<file path="src/core_control_pkg.sv">
`default_nettype none

package core_control_pkg;

    // register bus geometry
    localparam int ADDR_W = 8;
    localparam int DATA_W = 16;
    localparam logic [7:0] CORE_CONTROL_OFFSET = 8'h00;

    // field positions in the core control word
    localparam int VAR_LATENCY_BIT = 15;
    localparam int UNIMPL_BIT = 14;
    localparam int SIGNEDNESS_HI = 13;
    localparam int SIGNEDNESS_LO = 12;
    localparam int EARLY_TERM_BIT = 11;
    localparam int DEPTH_HI = 10;
    localparam int DEPTH_LO = 8;
    localparam int ACC_A_SAT_BIT = 7;
    localparam int ACC_B_SAT_BIT = 6;
    localparam int DS_WRITE_SAT_BIT = 5;
    localparam int SAT_MODE_BIT = 4;
    localparam int PRIO_MSB_BIT = 3;

    // field encodings and limits
    localparam logic [1:0] SIGNEDNESS_SIGNED = 2'h0;
    localparam logic [1:0] SIGNEDNESS_UNSIGNED = 2'h1;
    localparam logic [2:0] DEPTH_NONE = 3'h0;
    localparam logic [2:0] DEPTH_MAX = 3'h7;
    localparam logic [DATA_W-1:0] CORE_CONTROL_RESET = 16'h0020;

    // software-visible settings that steer the dsp engine and cpu
    typedef struct packed {
        logic varLatency;
        logic [1:0] multiplySignedness;
        logic accASaturateEnable;
        logic accBSaturateEnable;
        logic dataspaceWriteSaturateEnable;
        logic saturationModeSelect;
    } dsp_mode_t;

    // one register bus access
    typedef struct packed {
        logic [ADDR_W-1:0] addr;
        logic [DATA_W-1:0] wdata;
        logic wr;
        logic rd;
    } reg_req_t;

    // loop sequencer events from the core
    typedef struct packed {
        logic enter;
        logic exit;
    } loop_event_t;

endpackage

`default_nettype wire

</file>
<file path="src/loop_depth_tracker.sv">
`timescale 1ns/100ps
`default_nettype none

module loop_depth_tracker (
    // clock and reset
    input wire logic clk,
    input wire logic rstn,
    input wire logic ce,
    // loop events
    input wire core_control_pkg::loop_event_t loopEvent,
    // nesting count
    output logic [2:0] depth
);

    logic [2:0] depth_q;
    logic [2:0] depth_d;

    // count up on loop entry, down on loop exit, never wrap
    always_comb begin
        depth_d = depth_q;
        if (loopEvent.enter && !loopEvent.exit && depth_q != core_control_pkg::DEPTH_MAX) begin
            depth_d = depth_q + 3'h1;
        end else if (loopEvent.exit && !loopEvent.enter &&
                     depth_q != core_control_pkg::DEPTH_NONE) begin
            depth_d = depth_q - 3'h1;
        end
    end

    // nesting counter
    always_ff @(posedge clk or negedge rstn) begin
        if (!rstn) begin
            depth_q <= core_control_pkg::DEPTH_NONE;
        end else if (ce) begin
            depth_q <= depth_d;
        end
    end

    assign depth = depth_q;

endmodule

`default_nettype wire

</file>
<file path="src/core_control.sv">
// Contract
// Bit 15 set selects variable exception latency, clear selects fixed latency.
// Bits 13-12 at 01 make multiplies unsigned and at 00 make them signed.
// Writing 1 to bit 11 ends the running loop after its current iteration; it reads 0.
// Bits 10-8 are read-only and report how many loops are active, 000 meaning none.
// Bit 7 enables accumulator A saturation and resets to 0.
// Bit 6 enables accumulator B saturation and resets to 0.
// Bit 5 enables saturation of engine writes to data space and resets to 1.
// Bit 4 set picks super saturation, clear picks normal saturation.
// Bit 3 is the top priority bit joined above status bits 7-5; software may only clear it.
// Writes to the nesting field and to bit 14 are ignored and bit 14 reads 0.
//
// Implementation choices: the address map and the strobed register port.
`timescale 1ns/100ps
`default_nettype none

module core_control (
    // clock, reset, enable
    input wire logic clk,
    input wire logic resetn,
    input wire logic ce,
    // register port
    input wire core_control_pkg::reg_req_t regReq,
    output logic [15:0] rdata,
    // core status inputs
    input wire core_control_pkg::loop_event_t loopEvent,
    input wire logic [2:0] statusWordPriority,
    input wire logic priorityMsbSet,
    // settings to the engine and cpu
    output core_control_pkg::dsp_mode_t dspMode,
    output logic multiplyUnsigned,
    output logic earlyLoopTerminate,
    output logic [2:0] loopNestingDepth,
    output logic [3:0] cpuPriorityLevel
);

    logic rstSync1_q;
    logic rstn_q;
    logic varLatency_q;
    logic [1:0] signedness_q;
    logic accASat_q;
    logic accBSat_q;
    logic dsWriteSat_q;
    logic satMode_q;
    logic prioMsb_q;
    logic prioMsb_d;
    logic earlyTerm_q;
    logic multUnsigned_q;
    logic [2:0] depthOut_q;
    logic [3:0] cpuPrio_q;
    logic [15:0] rdata_q;
    logic [15:0] readback;
    logic [2:0] depth;
    logic hit;
    logic wrHit;
    logic rdHit;

    // reset release through two flops
    always_ff @(posedge clk or negedge resetn) begin
        if (!resetn) begin
            rstSync1_q <= 1'b0;
            rstn_q <= 1'b0;
        end else begin
            rstSync1_q <= 1'b1;
            rstn_q <= rstSync1_q;
        end
    end

    // address decode
    assign hit = regReq.addr == core_control_pkg::CORE_CONTROL_OFFSET;
    assign wrHit = hit && regReq.wr;
    assign rdHit = hit && regReq.rd;

    // loop nesting counter
    loop_depth_tracker depthTracker (
        .clk(clk),
        .rstn(rstn_q),
        .ce(ce),
        .loopEvent(loopEvent),
        .depth(depth)
    );

    // exception latency select
    always_ff @(posedge clk or negedge rstn_q) begin
        if (!rstn_q) begin
            varLatency_q <=
                core_control_pkg::CORE_CONTROL_RESET[core_control_pkg::VAR_LATENCY_BIT];
        end else if (ce && wrHit) begin
            varLatency_q <= regReq.wdata[core_control_pkg::VAR_LATENCY_BIT];
        end
    end

    // multiply signedness field, codes 10 and 11 kept as written
    always_ff @(posedge clk or negedge rstn_q) begin
        if (!rstn_q) begin
            signedness_q <= core_control_pkg::SIGNEDNESS_SIGNED;
        end else if (ce && wrHit) begin
            signedness_q <= regReq.wdata[core_control_pkg::SIGNEDNESS_HI:
                                         core_control_pkg::SIGNEDNESS_LO];
        end
    end

    // accumulator a saturation enable
    always_ff @(posedge clk or negedge rstn_q) begin
        if (!rstn_q) begin
            accASat_q <= core_control_pkg::CORE_CONTROL_RESET[core_control_pkg::ACC_A_SAT_BIT];
        end else if (ce && wrHit) begin
            accASat_q <= regReq.wdata[core_control_pkg::ACC_A_SAT_BIT];
        end
    end

    // accumulator b saturation enable
    always_ff @(posedge clk or negedge rstn_q) begin
        if (!rstn_q) begin
            accBSat_q <= core_control_pkg::CORE_CONTROL_RESET[core_control_pkg::ACC_B_SAT_BIT];
        end else if (ce && wrHit) begin
            accBSat_q <= regReq.wdata[core_control_pkg::ACC_B_SAT_BIT];
        end
    end

    // data space write saturation, the one setting that wakes up set
    always_ff @(posedge clk or negedge rstn_q) begin
        if (!rstn_q) begin
            dsWriteSat_q <=
                core_control_pkg::CORE_CONTROL_RESET[core_control_pkg::DS_WRITE_SAT_BIT];
        end else if (ce && wrHit) begin
            dsWriteSat_q <= regReq.wdata[core_control_pkg::DS_WRITE_SAT_BIT];
        end
    end

    // saturation mode, super when set
    always_ff @(posedge clk or negedge rstn_q) begin
        if (!rstn_q) begin
            satMode_q <= core_control_pkg::CORE_CONTROL_RESET[core_control_pkg::SAT_MODE_BIT];
        end else if (ce && wrHit) begin
            satMode_q <= regReq.wdata[core_control_pkg::SAT_MODE_BIT];
        end
    end

    // priority msb: hardware sets, software writes 0 to clear, set wins
    always_comb begin
        prioMsb_d = prioMsb_q;
        if (wrHit && !regReq.wdata[core_control_pkg::PRIO_MSB_BIT]) begin
            prioMsb_d = 1'b0;
        end
        if (priorityMsbSet) begin
            prioMsb_d = 1'b1;
        end
    end

    always_ff @(posedge clk or negedge rstn_q) begin
        if (!rstn_q) begin
            prioMsb_q <= 1'b0;
        end else if (ce) begin
            prioMsb_q <= prioMsb_d;
        end
    end

    // one-cycle terminate request, never stored as a readable bit
    always_ff @(posedge clk or negedge rstn_q) begin
        if (!rstn_q) begin
            earlyTerm_q <= 1'b0;
        end else if (ce) begin
            earlyTerm_q <= wrHit && regReq.wdata[core_control_pkg::EARLY_TERM_BIT];
        end
    end

    // unsigned multiply flag, raised by code 01 only
    always_ff @(posedge clk or negedge rstn_q) begin
        if (!rstn_q) begin
            multUnsigned_q <= 1'b0;
        end else if (ce) begin
            multUnsigned_q <= signedness_q == core_control_pkg::SIGNEDNESS_UNSIGNED;
        end
    end

    // nesting depth copy for the core
    always_ff @(posedge clk or negedge rstn_q) begin
        if (!rstn_q) begin
            depthOut_q <= core_control_pkg::DEPTH_NONE;
        end else if (ce) begin
            depthOut_q <= depth;
        end
    end

    // four-bit cpu priority level, msb above the status bits
    always_ff @(posedge clk or negedge rstn_q) begin
        if (!rstn_q) begin
            cpuPrio_q <= 4'h0;
        end else if (ce) begin
            cpuPrio_q <= {prioMsb_q, statusWordPriority};
        end
    end

    // readback word: bit 14, bit 11 and bits 2-0 read zero
    always_comb begin
        readback = 16'h0000;
        readback[core_control_pkg::VAR_LATENCY_BIT] = varLatency_q;
        readback[core_control_pkg::SIGNEDNESS_HI:core_control_pkg::SIGNEDNESS_LO] = signedness_q;
        readback[core_control_pkg::EARLY_TERM_BIT] = 1'b0;
        readback[core_control_pkg::DEPTH_HI:core_control_pkg::DEPTH_LO] = depth;
        readback[core_control_pkg::ACC_A_SAT_BIT] = accASat_q;
        readback[core_control_pkg::ACC_B_SAT_BIT] = accBSat_q;
        readback[core_control_pkg::DS_WRITE_SAT_BIT] = dsWriteSat_q;
        readback[core_control_pkg::SAT_MODE_BIT] = satMode_q;
        readback[core_control_pkg::PRIO_MSB_BIT] = prioMsb_q;
    end

    // read data stand for one cycle only, zero elsewhere or when unmapped
    always_ff @(posedge clk or negedge rstn_q) begin
        if (!rstn_q) begin
            rdata_q <= 16'h0000;
        end else if (ce) begin
            rdata_q <= rdHit ? readback : 16'h0000;
        end
    end

    // output wiring straight from flops
    assign rdata = rdata_q;
    assign dspMode.varLatency = varLatency_q;
    assign dspMode.multiplySignedness = signedness_q;
    assign dspMode.accASaturateEnable = accASat_q;
    assign dspMode.accBSaturateEnable = accBSat_q;
    assign dspMode.dataspaceWriteSaturateEnable = dsWriteSat_q;
    assign dspMode.saturationModeSelect = satMode_q;
    assign multiplyUnsigned = multUnsigned_q;
    assign earlyLoopTerminate = earlyTerm_q;
    assign loopNestingDepth = depthOut_q;
    assign cpuPriorityLevel = cpuPrio_q;

endmodule

`default_nettype wire

</file>
<file path="config.mk">
export PLATFORM = sky130hd
export DESIGN_NAME = core_control
export DESIGN_NICKNAME = d
export VERILOG_FILES = /design/src/core_control_pkg.sv /design/src/loop_depth_tracker.sv /design/src/core_control.sv
export SDC_FILE = /design/constraint.sdc
export NUM_CORES = 1
export LEC_CHECK = 0
export BUFFER_PORTS_ARGS = -buffer_cell sky130_fd_sc_hd__buf_2
export CORE_ASPECT_RATIO = 0.75
export CORE_MARGIN = 8
export CORE_UTILIZATION = 45
export DETAILED_ROUTE_END_ITERATION = 16
export PLACE_DENSITY = 0.79
export SYNTH_ARGS = -nofsm -noshare
export SYNTH_HDL_FRONTEND = slang
export SYNTH_HIERARCHICAL = 1
export SYNTH_SLANG_ARGS = --single-unit
</file>
<file path="constraint.sdc">
create_clock -name clk -period 2.81 [get_ports clk]
set_input_delay 0.1405 -clock clk [delete_from_list [all_inputs] [get_ports clk]]
set_output_delay 0.1405 -clock clk [all_outputs]
set_load 0.02 [all_outputs]
</file>
# --- After elaboration in Yosys (flattened, before gate mapping) ---
# Index checks and enable logic that the tools add are counted.
word_totals:
  register_bits: 38
  wordCells: 42
  output_inout_bits: 32
classes:
  n_eq_ne: 2
  add_sub_neg: 2
  muxes: 5
  n_reduce_logical: 18
ops:
  columns: ["cell", "n"]
  rows:
  - ["$mux 16", 1]
  - ["$logic_and 1x1->1", 9]
  - ["$logic_not 8->1", 1]
  - ["$mux 3", 2]
  - ["$reduce_and 2->1", 2]
  - ["$reduce_bool 2->1", 2]
  - ["$add 3x1->3 const B", 1]
  - ["$logic_not 1->1", 3]
  - ["$ne 3x3->1 const B", 1]
  - ["$reduce_bool 3->1", 1]
  - ["$sub 3x1->3 const B", 1]
  - ["$eq 2x1->1 const B", 1]
  - ["$mux 1", 2]

# --- Logic depth before layout (Yosys ltp) ---
# Gate-level depths: netlist of run 1.
depth:
  depth_word: 5
  depth_mapped: 8

# --- Modules after synthesis ---
# Netlist of run 1, hierarchy kept.
modules_own_cells:
  columns: ["mod", "area_per_inst_um2", "cells_per_inst", "instances"]
  rows:
  - ["core_control", 1297.5, 113, 1]
  - ["loop_depth_tracker", 209.0, 21, 1]

# --- Least setup slack after synthesis of run 1 ---
# No wires, ideal clock.
synth_timing:
  path_kind: "register to register"
  from: "register depthTracker.depth_q[0], in the netlist depthTracker/depth[0]"
  to: "register depthTracker.depth_q[2], in the netlist depthTracker/depth[2]"
  slack_ns: 1.357
  arrival_time_ns: 1.322
  required_time_ns: 2.680
  stages_incl_launch_ff: 9
  path_cell_list: "dfrtp_1 -> nand2_1 -> nand3_1 -> o21ai_0 -> ha_1 -> nor2_1 -> mux2_2 -> a21oi_1 -> a31oi_1"
synth_via:
  elab_chain_len: 4
  word_cells_on_any_way: 10
  classes_between: "2 x add/sub; 1 x eq/ne; 2 x mux; 5 x reduce/logical"
synth_rtl:
  columns: ["item", "line", "rtl"]
  rows:
  - ["start: declaration", "loop_depth_tracker.sv:15", "logic [2:0] depth_q;"]
  - ["start signal: assignment", "loop_depth_tracker.sv:32", "depth_q <= core_control_pkg::DEPTH_NONE;"]
  - ["start signal: assignment", "loop_depth_tracker.sv:34", "depth_q <= depth_d;"]
  - ["parallel branches: the longest is 4 deep, another holds $sub 3x1->3", null, null]
# Several ways; the timed one is not identified. The select of a mux whose other input is x is not followed.
# A chain may end at the register's enable or synchronous reset.

# --- Final worst setup path of run 1 ---
# Same ends and word-level chain as after synthesis.

==> metrics.md, run 1 <==
| Metric | Value |
|---|---|
| Outcome | finished clean |
| Post-Synth Simple-Gate Area | 0.1055 |
| Dpl cell area | 1752 µm² |
| GR Overflow Total | 0 |
| Drt initial violations | 88 |
| Chip Width | 82.81 µm |
| Synthesized instance count | about 130 |
| Vias in the first global route | approximately 1200 |
| Ant. Diodes | 0 |
| Overall Power | ~1.2 mW |
| Post-synth cell types | 28 |
| Crit path DAT | 1.72 ns |
| Initial antenna violation count | 0 |
| Routed len/inst | around 14 µm |
| IR drop worst, VDD | 0.0003943 V |
| TritonCTS buffer count | 5 |
| Post-synthesis sequential area ratio | 0.5490 |
| EDFF count, synth | 0 |
| Setup bufs post-CTS | 0 |
| Clock share of power | 0.305 |
| Die Area | around 5500 µm² |
| Setup crit end | depthTracker/depth[2] |
| Reg2reg start | depthTracker/depth[0] |
| Reg2reg end | depthTracker/depth[2] |
| R2R depth | 8 |
| Crit. Startpoint | depthTracker/depth[0] |
| Synth Warn # | 6 |
| Global-route wire length before repair | 5568 µm |
| Crit share post-route | 0.5597 |
| CTS clk-pin slew, worst paths | ~0.070 ns |
| RSZ-0062 raised after global routing | false |
| Nets | between 200 and 250 |
| Finished Cell Area | 1852 µm² |
| Synth area leaders | dfrtp_1 (53%), mux2_4 (8.0%), buf_4 (5.0%) |
| Slew HR | 0.6066 |
| Final Max Slew Viols | 0 |
| Via count | 1089 |
| Dpl hpwl | 2412 µm |
| Fill count | 303 |
| Core box area | 3243 µm² |
| Largest net degree at the start of global routing | 38 |
| Largest family of logic cells by synthesized area | buffers and inverters |
| Commonest cells post-synth | dfrtp_1 (32), inv_1 (18), nand2_1 (13) |
| Die Height | 66.11 µm |
| CTS root buf | clkbuf_8 |
| Worst slew pin tran | 0.5900 ns |
| IO Port Bufs | 54 |
| DR pass1 iterations | 6 |
| Layout area overhead | 22.92% |
| Placer congestion estimate | 0.6681 |
| Net Sw Power | 0.3397 mW |
| Critical Path RT | 2.96 ns |
| Worst-Skew Late Latency | 0.28 ns |
| CTS tree | yes |
| Compound-gate portion of the synthesized area | 0.09635 |
| Sw frac | 0.2893 |
| Fmax | 635.8 MHz |
| Starting Density | 0.4645 |
| Max Buffers Root-to-Sink | 2 |
| Setup Total Neg Slack | 0 ns |
| Leak | roughly 0.95 nW |
| WL final | about 3100 µm |
| Mapped Area | about 1500 µm² |
| CP Capture Type | register |
| Number of max-cap violations | 0 |
| Ports | 67 |
| Skew final | 0.007648 ns |
| R2R Setup Slk | 1.24 ns |
| Gate power share | 0.201 |
| Share of layout cells above drive strength 1 | 0.4171 |
| Drt via density | 4.797 |
| Clock sink count | 33 |
| DRC Markers | 0 |
| Int Pwr | 0.8345 mW |
| Xor/xnor share of the synthesized area | 0.01163 |
| DRT antenna net count | 0 |
| Tmin final | 1.573 ns |
| Area share of the largest cell type after synthesis | 0.5316 |
| Largest area contributor in the netlist | dfrtp_1 |
| Adder-cell share of the synthesized area | 0.008306 |
| Post-synthesis register bit count | 33 |
| Share of power burned in registers | 0.494 |
| Hold crit path type | input pin to register |
| Worst Setup Path Type | register to register |
| Syn avg cell area | 11.24 µm² |
| Core Rows | 18 |
| Final hold violations | 0 |
| Pwr/cell area | 634.1 nW/µm² |
| H-tree depth | 2 |
| Endpoints failing setup | 0 |
| CP max FO | 7 |
| All-layer global routing usage | 0.1273 |
| Fraction of registers with async set/reset | 1.000 |
| Most frequent cell after synthesis | dfrtp_1 |
| Prevailing post-synth register cell | dfrtp_1 |
| CP Launch Type | register |
| Mux cell area share after synthesis | 0.1096 |
## metrics by stage
step	worst slack [ns]	util	hold WS, ns	instances
floorplan	1.357	-	-0.1551	138
global placement	1.194	0.5401	-0.07306	218
detailed placement	1.166	0.5401	-0.06850	218
CTS	1.232	0.5710	0.07141	227
global route	1.078	0.5710	0.07441	227
finish	1.237	0.5710	0.08142	227
## kinds of logic after synthesis
logic type | after synthesis
adder cells (fa/ha/maj) | 1
buffers and inverters | 34
AO/OA/AOI/OAI | 24
flip-flops | 33
other | 2
multiplexers | 12
AND/OR/NAND/NOR | 26
XOR/XNOR | 2
## worst min path at each step
stage                          start  slack [ns]               to  cells after the start
after global placement        resetn       -0.07       rstSync1_q                      1
after CTS                 regReq[17]        0.07     varLatency_q                      2
after detailed placement      resetn       -0.07       rstSync1_q                      1
final                     regReq[15]        0.08  signedness_q[1]                      2
after floorplan               resetn       -0.16       rstSync1_q                      0
after global routing      regReq[17]        0.07     varLatency_q                      2
## flip-flops by register name, summed over array words and instances (netlist names), 2 cells and up
name / cells
signedness_q: 2
loopNestingDepth: 3
depthTracker/depth: 3
cpuPriorityLevel: 4
rdata: 11
## worst max-delay path, cell delays in order, from the launching register on
cell,delay (ns)
dfrtp_1,0.44
nand2_1,0.09
nand3_1,0.07
o21ai_0,0.09
ha_1,0.25
nor2_1,0.05
mux2_2,0.25
a21oi_1,0.15
a31oi_1,0.06
## power groups by stage
stage	combinational (mW)	clock, mW	sequential, mW
6_report	0.236	0.358	0.580
5_1_grt	0.267	0.397	0.595
4_1_cts	0.240	0.371	0.581
3_5_place_dp	0.237	0	0.590
3_3_place_gp	0.232	0	0.587
2_1_floorplan	0.142	0	0.611
## cells in the final DEF (no fill, tap or decap)
master | Yosys | final
ha_1 | 1 | 1
a31oi_1 | 1 | 1
conb_1 | 2 | 6
nor2_1 | 1 | 1
o22ai_1 | 12 | 12
o21ai_1 | 1 | 1
mux2_2 | 4 | 4
a21oi_1 | 2 | 2
nand3_1 | 4 | 4
a32o_2 | 1 | 1
and4_1 | 1 | 1
dfstp_2 | 1 | 1
nand2b_1 | 1 | 1
clkbuf_1 | 5 | 2
nand2_1 | 13 | 13
inv_1 | 18 | 18
nor2b_1 | 1 | 1
buf_2 | 0 | 54
dfrtp_1 | 32 | 32
nand3b_1 | 1 | 1
or3_1 | 1 | 1
clkbuf_8 | 0 | 6
buf_4 | 10 | 2
mux2_4 | 8 | 8
a22oi_1 | 1 | 1
dlygate4sd3_1 | 0 | 1
o21ai_0 | 6 | 6
and3b_1 | 1 | 1
xor2_1 | 2 | 2
nor4_4 | 2 | 2
## layer usage
layer / track usage / up-vias / wire length, µm
met5: 0 / - / 0
met4: 0.07860 / 0 / 68
met3: 0.07266 / 7 / 363
met2: 0.1888 / 48 / 1318
met1: 0.1400 / 493 / 1387
li1: - / 541 / -
## layout make-up
cell class | instances | area, µm² | area share
Multi-Input combinational cell | 71 | 521.8 | 0.2818
Clock buffer | 8 | 90.09 | 0.04865
Sequential cell | 33 | 827.0 | 0.4466
Inverter | 18 | 67.56 | 0.03649
Tap cell | 40 | 50.05 | 0.02703
Timing Repair Buffer | 57 | 295.3 | 0.1595
## timing repair
item,in CTS,in global routing
hold buffers,1,0
gates resized for setup,0,0
hold endpoints to repair,2,0
(Power assumes the default switching activity.)
==> run 2, diff against run 1 <==
==> constraint.sdc (replaced) <==
create_clock -name clk -period 1.5 [get_ports clk]
set_input_delay 0.075 -clock clk [delete_from_list [all_inputs] [get_ports clk]]
set_output_delay 0.075 -clock clk [all_outputs]
set_load 0.02 [all_outputs]
==> metrics.md, run 2 (same netlist as run 1, synthesis figures left out) <==
| Metric | Value |
|---|---|
| TritonCTS buffer count | 5 |
| Final hold violations | 0 |
| WL final | 3387 µm |
| IR drop worst, VDD | 0.0007511 V |
| CP max FO | 6 |
| Max Buffers Root-to-Sink | 2 |
| Global-route wire length before repair | 5775 µm |
| Starting Density | 0.4645 |
| CP Capture Type | register |
| Crit. Startpoint | depthTracker/depth[1] |
| Layout area overhead | 29.24% |
| Worst-Skew Late Latency | 0.28 ns |
| Setup Total Neg Slack | 0 ns |
| Crit share post-route | 0.9994 |
| Tmin final | ~1.5 ns |
| Largest net degree at the start of global routing | 21 |
| Nets | 233 |
| Chip Width | 82.81 µm |
| Max reg flops | 11 |
| Final Max Slew Viols | 0 |
| Dpl hpwl | 2544 µm |
| Worst Setup Path Type | register to register |
| Drt initial violations | 36 |
| RSZ-0062 raised after global routing | true |
| Clock sink count | 33 |
| Hold_sp | regReq[8] |
| CTS root buf | clkbuf_8 |
| Outcome | finished clean |
| Leak | around 1 nW |
| Number of max-cap violations | 0 |
| CTS tree | yes |
| Initial antenna violation count | 0 |
| Most frequent cells in the layout | buf_2 (54), dfrtp_1 (31), inv_1 (18) |
| All-layer global routing usage | 0.1290 |
| Fmax | 667.1 MHz |
| DRC Markers | 0 |
| H-tree depth | 2 |
| Die Height | between 60 and 70 µm |
| CTS clk-pin slew, worst paths | 0.07 ns |
| DR pass1 iterations | 4 |
| Core Rows | 18 |
| Critical Path RT | 1.66 ns |
| Reg2reg start | depthTracker/depth[1] |
| IO Port Bufs | between 50 and 60 |
| Most common cell after layout, fill and taps aside | buf_2 |
| Ports | 67 |
| Crit path DAT | 1.66 ns |
| Vias in the first global route | 1319 |
| Pwr/cell area | 1194 nW/µm² |
| Placer congestion estimate | 0.7196 |
| Setup WS post-layout | 0.0009153 ns |
| GR Overflow Total | 0 |
| Endpoints failing setup | 0 |
| Via count | 1147 |
| Routed len/inst | 14.23 µm |
| Share of layout cells above drive strength 1 | 0.4697 |
| Drt via density | around 4.8 |
| Die Area | 5474 µm² |
| Skew final | 0.008536 ns |
| Core box area | 3243 µm² |
| Hold crit path type | input pin to register |
| Ant. Diodes | 0 |
| DRT antenna net count | 0 |
| CP Launch Type | register |
| DP Worst Slack | -0.02888 ns |
run 2: layout make-up:
type                            count  area (µm²)
Clock inverter                      2       10.01
Inverter                           18       67.56
Multi-Input combinational cell     71       528.0
Clock buffer                        6       72.57
Timing Repair Buffer               68       390.4
Sequential cell                    33       828.3
Tap cell                           40       50.05
Fill cell                         307        1296
run 2: critical path, cell delays in order (launching register included):
cell and delay [ns]:
dfrtp_2 0.44, or3_1 0.36, a32o_2 0.27, mux2_4 0.31
run 2: stage by stage:
step,utilization,cells,instance area [µm²],hold WS [ns],total power [mW]
2_1_floorplan,-,138,1521,-0.2206,1.410
3_3_place_gp,0.5602,225,1817,-0.1387,1.600
3_5_place_dp,0.5602,225,1817,-0.1373,1.618
4_1_cts,0.5918,235,1919,0.01367,2.280
5_1_grt,0.6003,238,1947,0.01399,2.487
6_report,0.6003,238,1947,0.01693,2.324
run 2: power breakdown:
part / switching (mW) / total [mW] / internal [mW]
sequential: 0.0712 / 1.06 / 0.986
combinational: 0.321 / 0.641 / 0.320
clock: 0.305 / 0.626 / 0.321
total: 0.697 / 2.32 / 1.63
run 2: path summary, 6_finish.rpt:
path                                         end  slack, ns  depth (start not counted)
max reg2reg                depthTracker/depth[1]     0.0009                          3
min in group asynchronous             rstSync1_q       0.12                          2
max in group asynchronous           dsWriteSat_q       1.07                          1
min reg2reg                     multiplyUnsigned       0.20                          1
min                                    accBSat_q       0.02                          2
max                        depthTracker/depth[1]     0.0009                          3
run 2: timing repair:
item / CTS / global route
hold endpoints to repair: 2 / 0
setup endpoints to repair: 1 / 2
cloned: 0 / 0
setup buffers: 1 / 3
resized for setup: 1 / 3
pin swaps: 1 / 4
hold buffers: 1 / 0
run 2: routing by layer:
metal,track usage,part of all wire,up-vias
met5,0,0,-
met4,0.05240,0.012,0
met3,0.06650,0.093,3
met2,0.2072,0.44,46
met1,0.1432,0.46,542
li1,-,-,556
==> run 3, diff against run 2 <==
--- a/config.mk
+++ b/config.mk
@@ -10,7 +10,8 @@
 export CORE_MARGIN = 8
 export CORE_UTILIZATION = 45
 export DETAILED_ROUTE_END_ITERATION = 16
-export PLACE_DENSITY = 0.79
+export PLACE_DENSITY = 0.75
+export REMOVE_ABC_BUFFERS = 1
 export SYNTH_ARGS = -nofsm -noshare
 export SYNTH_HDL_FRONTEND = slang
 export SYNTH_HIERARCHICAL = 1
==> metrics.md, run 3 (same netlist as run 1, synthesis figures left out) <==
| Metric | Value |
|---|---|
| Family with the most delay on the worst path | flip-flops |
| Crit path largest cell delay | 0.38 ns |
| Hold path cells | 2 |
| GRT Max-Usage Layer | met2 |
| CTS root buf | clkbuf_8 |
| Final Core Density | 0.6142 |
| Dpl cell area | 1804 µm² |
| Drt via density | 4.996 |
| CTS tree | yes |
| R2R Setup Slk | -0.11 ns |
| Skew final | approximately 0.0076 ns |
| Initial antenna violation count | 0 |
| Violated checks | negative setup slack |
| Outcome | finished with violations |
| Worst Setup Path Type | register to register |
| CP Capture Type | register |
| DR pass1 iterations | 4 |
| Nets | approximately 240 |
| Hold crit path type | input pin to register |
| DRT antenna net count | 0 |
| Max reg flops | 11 |
| Reg2reg start | depthTracker/depth[0] |
| R2R depth | 4 |
| Register area | around 830 µm² |
| IR drop worst, VDD | 0.0005784 V |
| GR Util met3 | 0.07635 |
| TritonCTS buffer count | 5 |
| Global-route wire length before repair | ~6200 µm |
| Met1 Usage GRT | 0.1554 |
| Layout area overhead | 32.23% |
| Hold_sp | statusWordPriority[1] |
| Endpoints failing setup | 2 |
| Setup WS post-layout | -0.1074 ns |
| GR Overflow Total | 0 |
| Tmin final | around 1.6 ns |
| DRC Markers | 0 |
| Min-Delay Endpoint | cpuPriorityLevel[1] |
| Die Area | around 5500 µm² |
| Buf+Inv Stages, Crit Path | 1 |
| Overall Power | 2.564 mW |
| Post-Place Cells | approximately 230 |
| Finished Cell Area | 1992 µm² |
| Crit path DAT | 1.78 ns |
| CP Launch Type | register |
| Worst-Skew Late Latency | roughly 0.28 ns |
| Fmax | 622.1 MHz |
| M2 GR Usage | 0.2275 |
| DP Worst Slack | -0.1165 ns |
| H-tree depth | 2 |
| Slew HR | 0.6501 |
| Starting Density | 0.4645 |
| CTS clk-pin slew, worst paths | 0.07 ns |
| Routed len/inst | ~15 µm |
| Placer congestion estimate | 0.6981 |
| Chip Width | 82.81 µm |
| Ant. Diodes | 0 |
| CP max FO | 4 |
| Final Max Slew Viols | 0 |
| IO Port Bufs | 54 |
| Worst slew pin tran | ~0.52 ns |
| Drt initial violations | 51 |
| RSZ-0062 raised after global routing | true |
| Pwr/cell area | 1287 nW/µm² |
| Core box area | 3243 µm² |
| Largest net degree at the start of global routing | 32 |
| Die Height | 66.11 µm |
| Crit share post-route | 1.072 |
| Share of layout cells above drive strength 1 | 0.4901 |
| Number of max-cap violations | 0 |
| Via count | 1209 |
| Final hold violations | 0 |
| Core Rows | 18 |
| Multi-input logic area | 554.3 µm² |
| Vias in the first global route | 1356 |
| Reg2reg end | depthTracker/depth[1] |
| Fill count | 273 |
| Clock sink count | 33 |
| All-layer global routing usage | 0.1400 |
| Most common cell after layout, fill and taps aside | buf_2 |
| Leak | 1.018 nW |
| Crit path max-delay cell type | dfrtp_1 |
| WL final | around 3700 µm |
| Dpl hpwl | 2654 µm |
| Max Buffers Root-to-Sink | 2 |
| Cell Chain, Critical Path | buf_4 > or3_4 > a32o_2 > mux2_4 |
| Most frequent cells in the layout | buf_2 (54), dfrtp_1 (31), inv_1 (18) |
| Non-Filler Instances | between 200 and 250 |
| Critical Path RT | between 1.5 and 2 ns |
| Ports | 67 |
[run 3: cell count changes in the layout (fill, tap and decap cells not counted), sizes merged]
cell / before / now
buf: 67 / 71
clkbuf: 6 / 8
clkinv: 2 / 0
[run 3: repair_timing]
item                                   in CTS  in global routing
pin swaps                                   4                  4
setup endpoints to repair                   2                  2
resized for setup                           3                  7
hold buffers                                1                  0
setup buffers                               5                  3
endpoints found under the hold margin       2                  0
[run 3: final cells by class]
type	instances	share of cell area
Tap cell	40	0.02513
Clock buffer	8	0.04020
Sequential cell	33	0.4158
Inverter	18	0.03392
Multi-Input combinational cell	71	0.2783
Timing Repair Buffer	72	0.2067
[run 3: report_power, final]
| part | total (mW) | switching (mW) | internal, mW |
|---|---|---|---|
| Sequential | 1.05 | 0.0654 | 0.986 |
| Combinational | 0.879 | 0.434 | 0.446 |
| Clock | 0.633 | 0.304 | 0.329 |
[run 3: worst max path at each step]
stage                          startpoint                     to  slack [ns]  cells after the start
finish              depthTracker/depth[0]  depthTracker/depth[1]       -0.11                      4
global route        depthTracker/depth[0]  depthTracker/depth[2]       -0.13                      7
CTS                 depthTracker/depth[2]  depthTracker/depth[2]      -0.006                      8
detailed placement  depthTracker/depth[0]  depthTracker/depth[2]       -0.12                      8
global placement    depthTracker/depth[0]  depthTracker/depth[2]        0.05                      8
floorplan           depthTracker/depth[0]  depthTracker/depth[2]        0.05                      8
[run 3: routing by layer]
| metal | up-vias | wire (µm) | part of all wire |
|---|---|---|---|
| met5 | - | 0 | 0 |
| met4 | 0 | 40 | 0.011 |
| met3 | 5 | 309 | 0.083 |
| met2 | 53 | 1724 | 0.46 |
| met1 | 585 | 1640 | 0.44 |
| li1 | 566 | - | - |
[run 3: stage by stage]
step	hold WS (ns)	TNS [ns]
after global routing	0.01255	-0.2555
after global placement	-0.1394	0
final	0.01996	-0.2091
after detailed placement	-0.1361	-0.1290
after CTS	0.01315	-0.005958
after floorplan	-0.2206	0
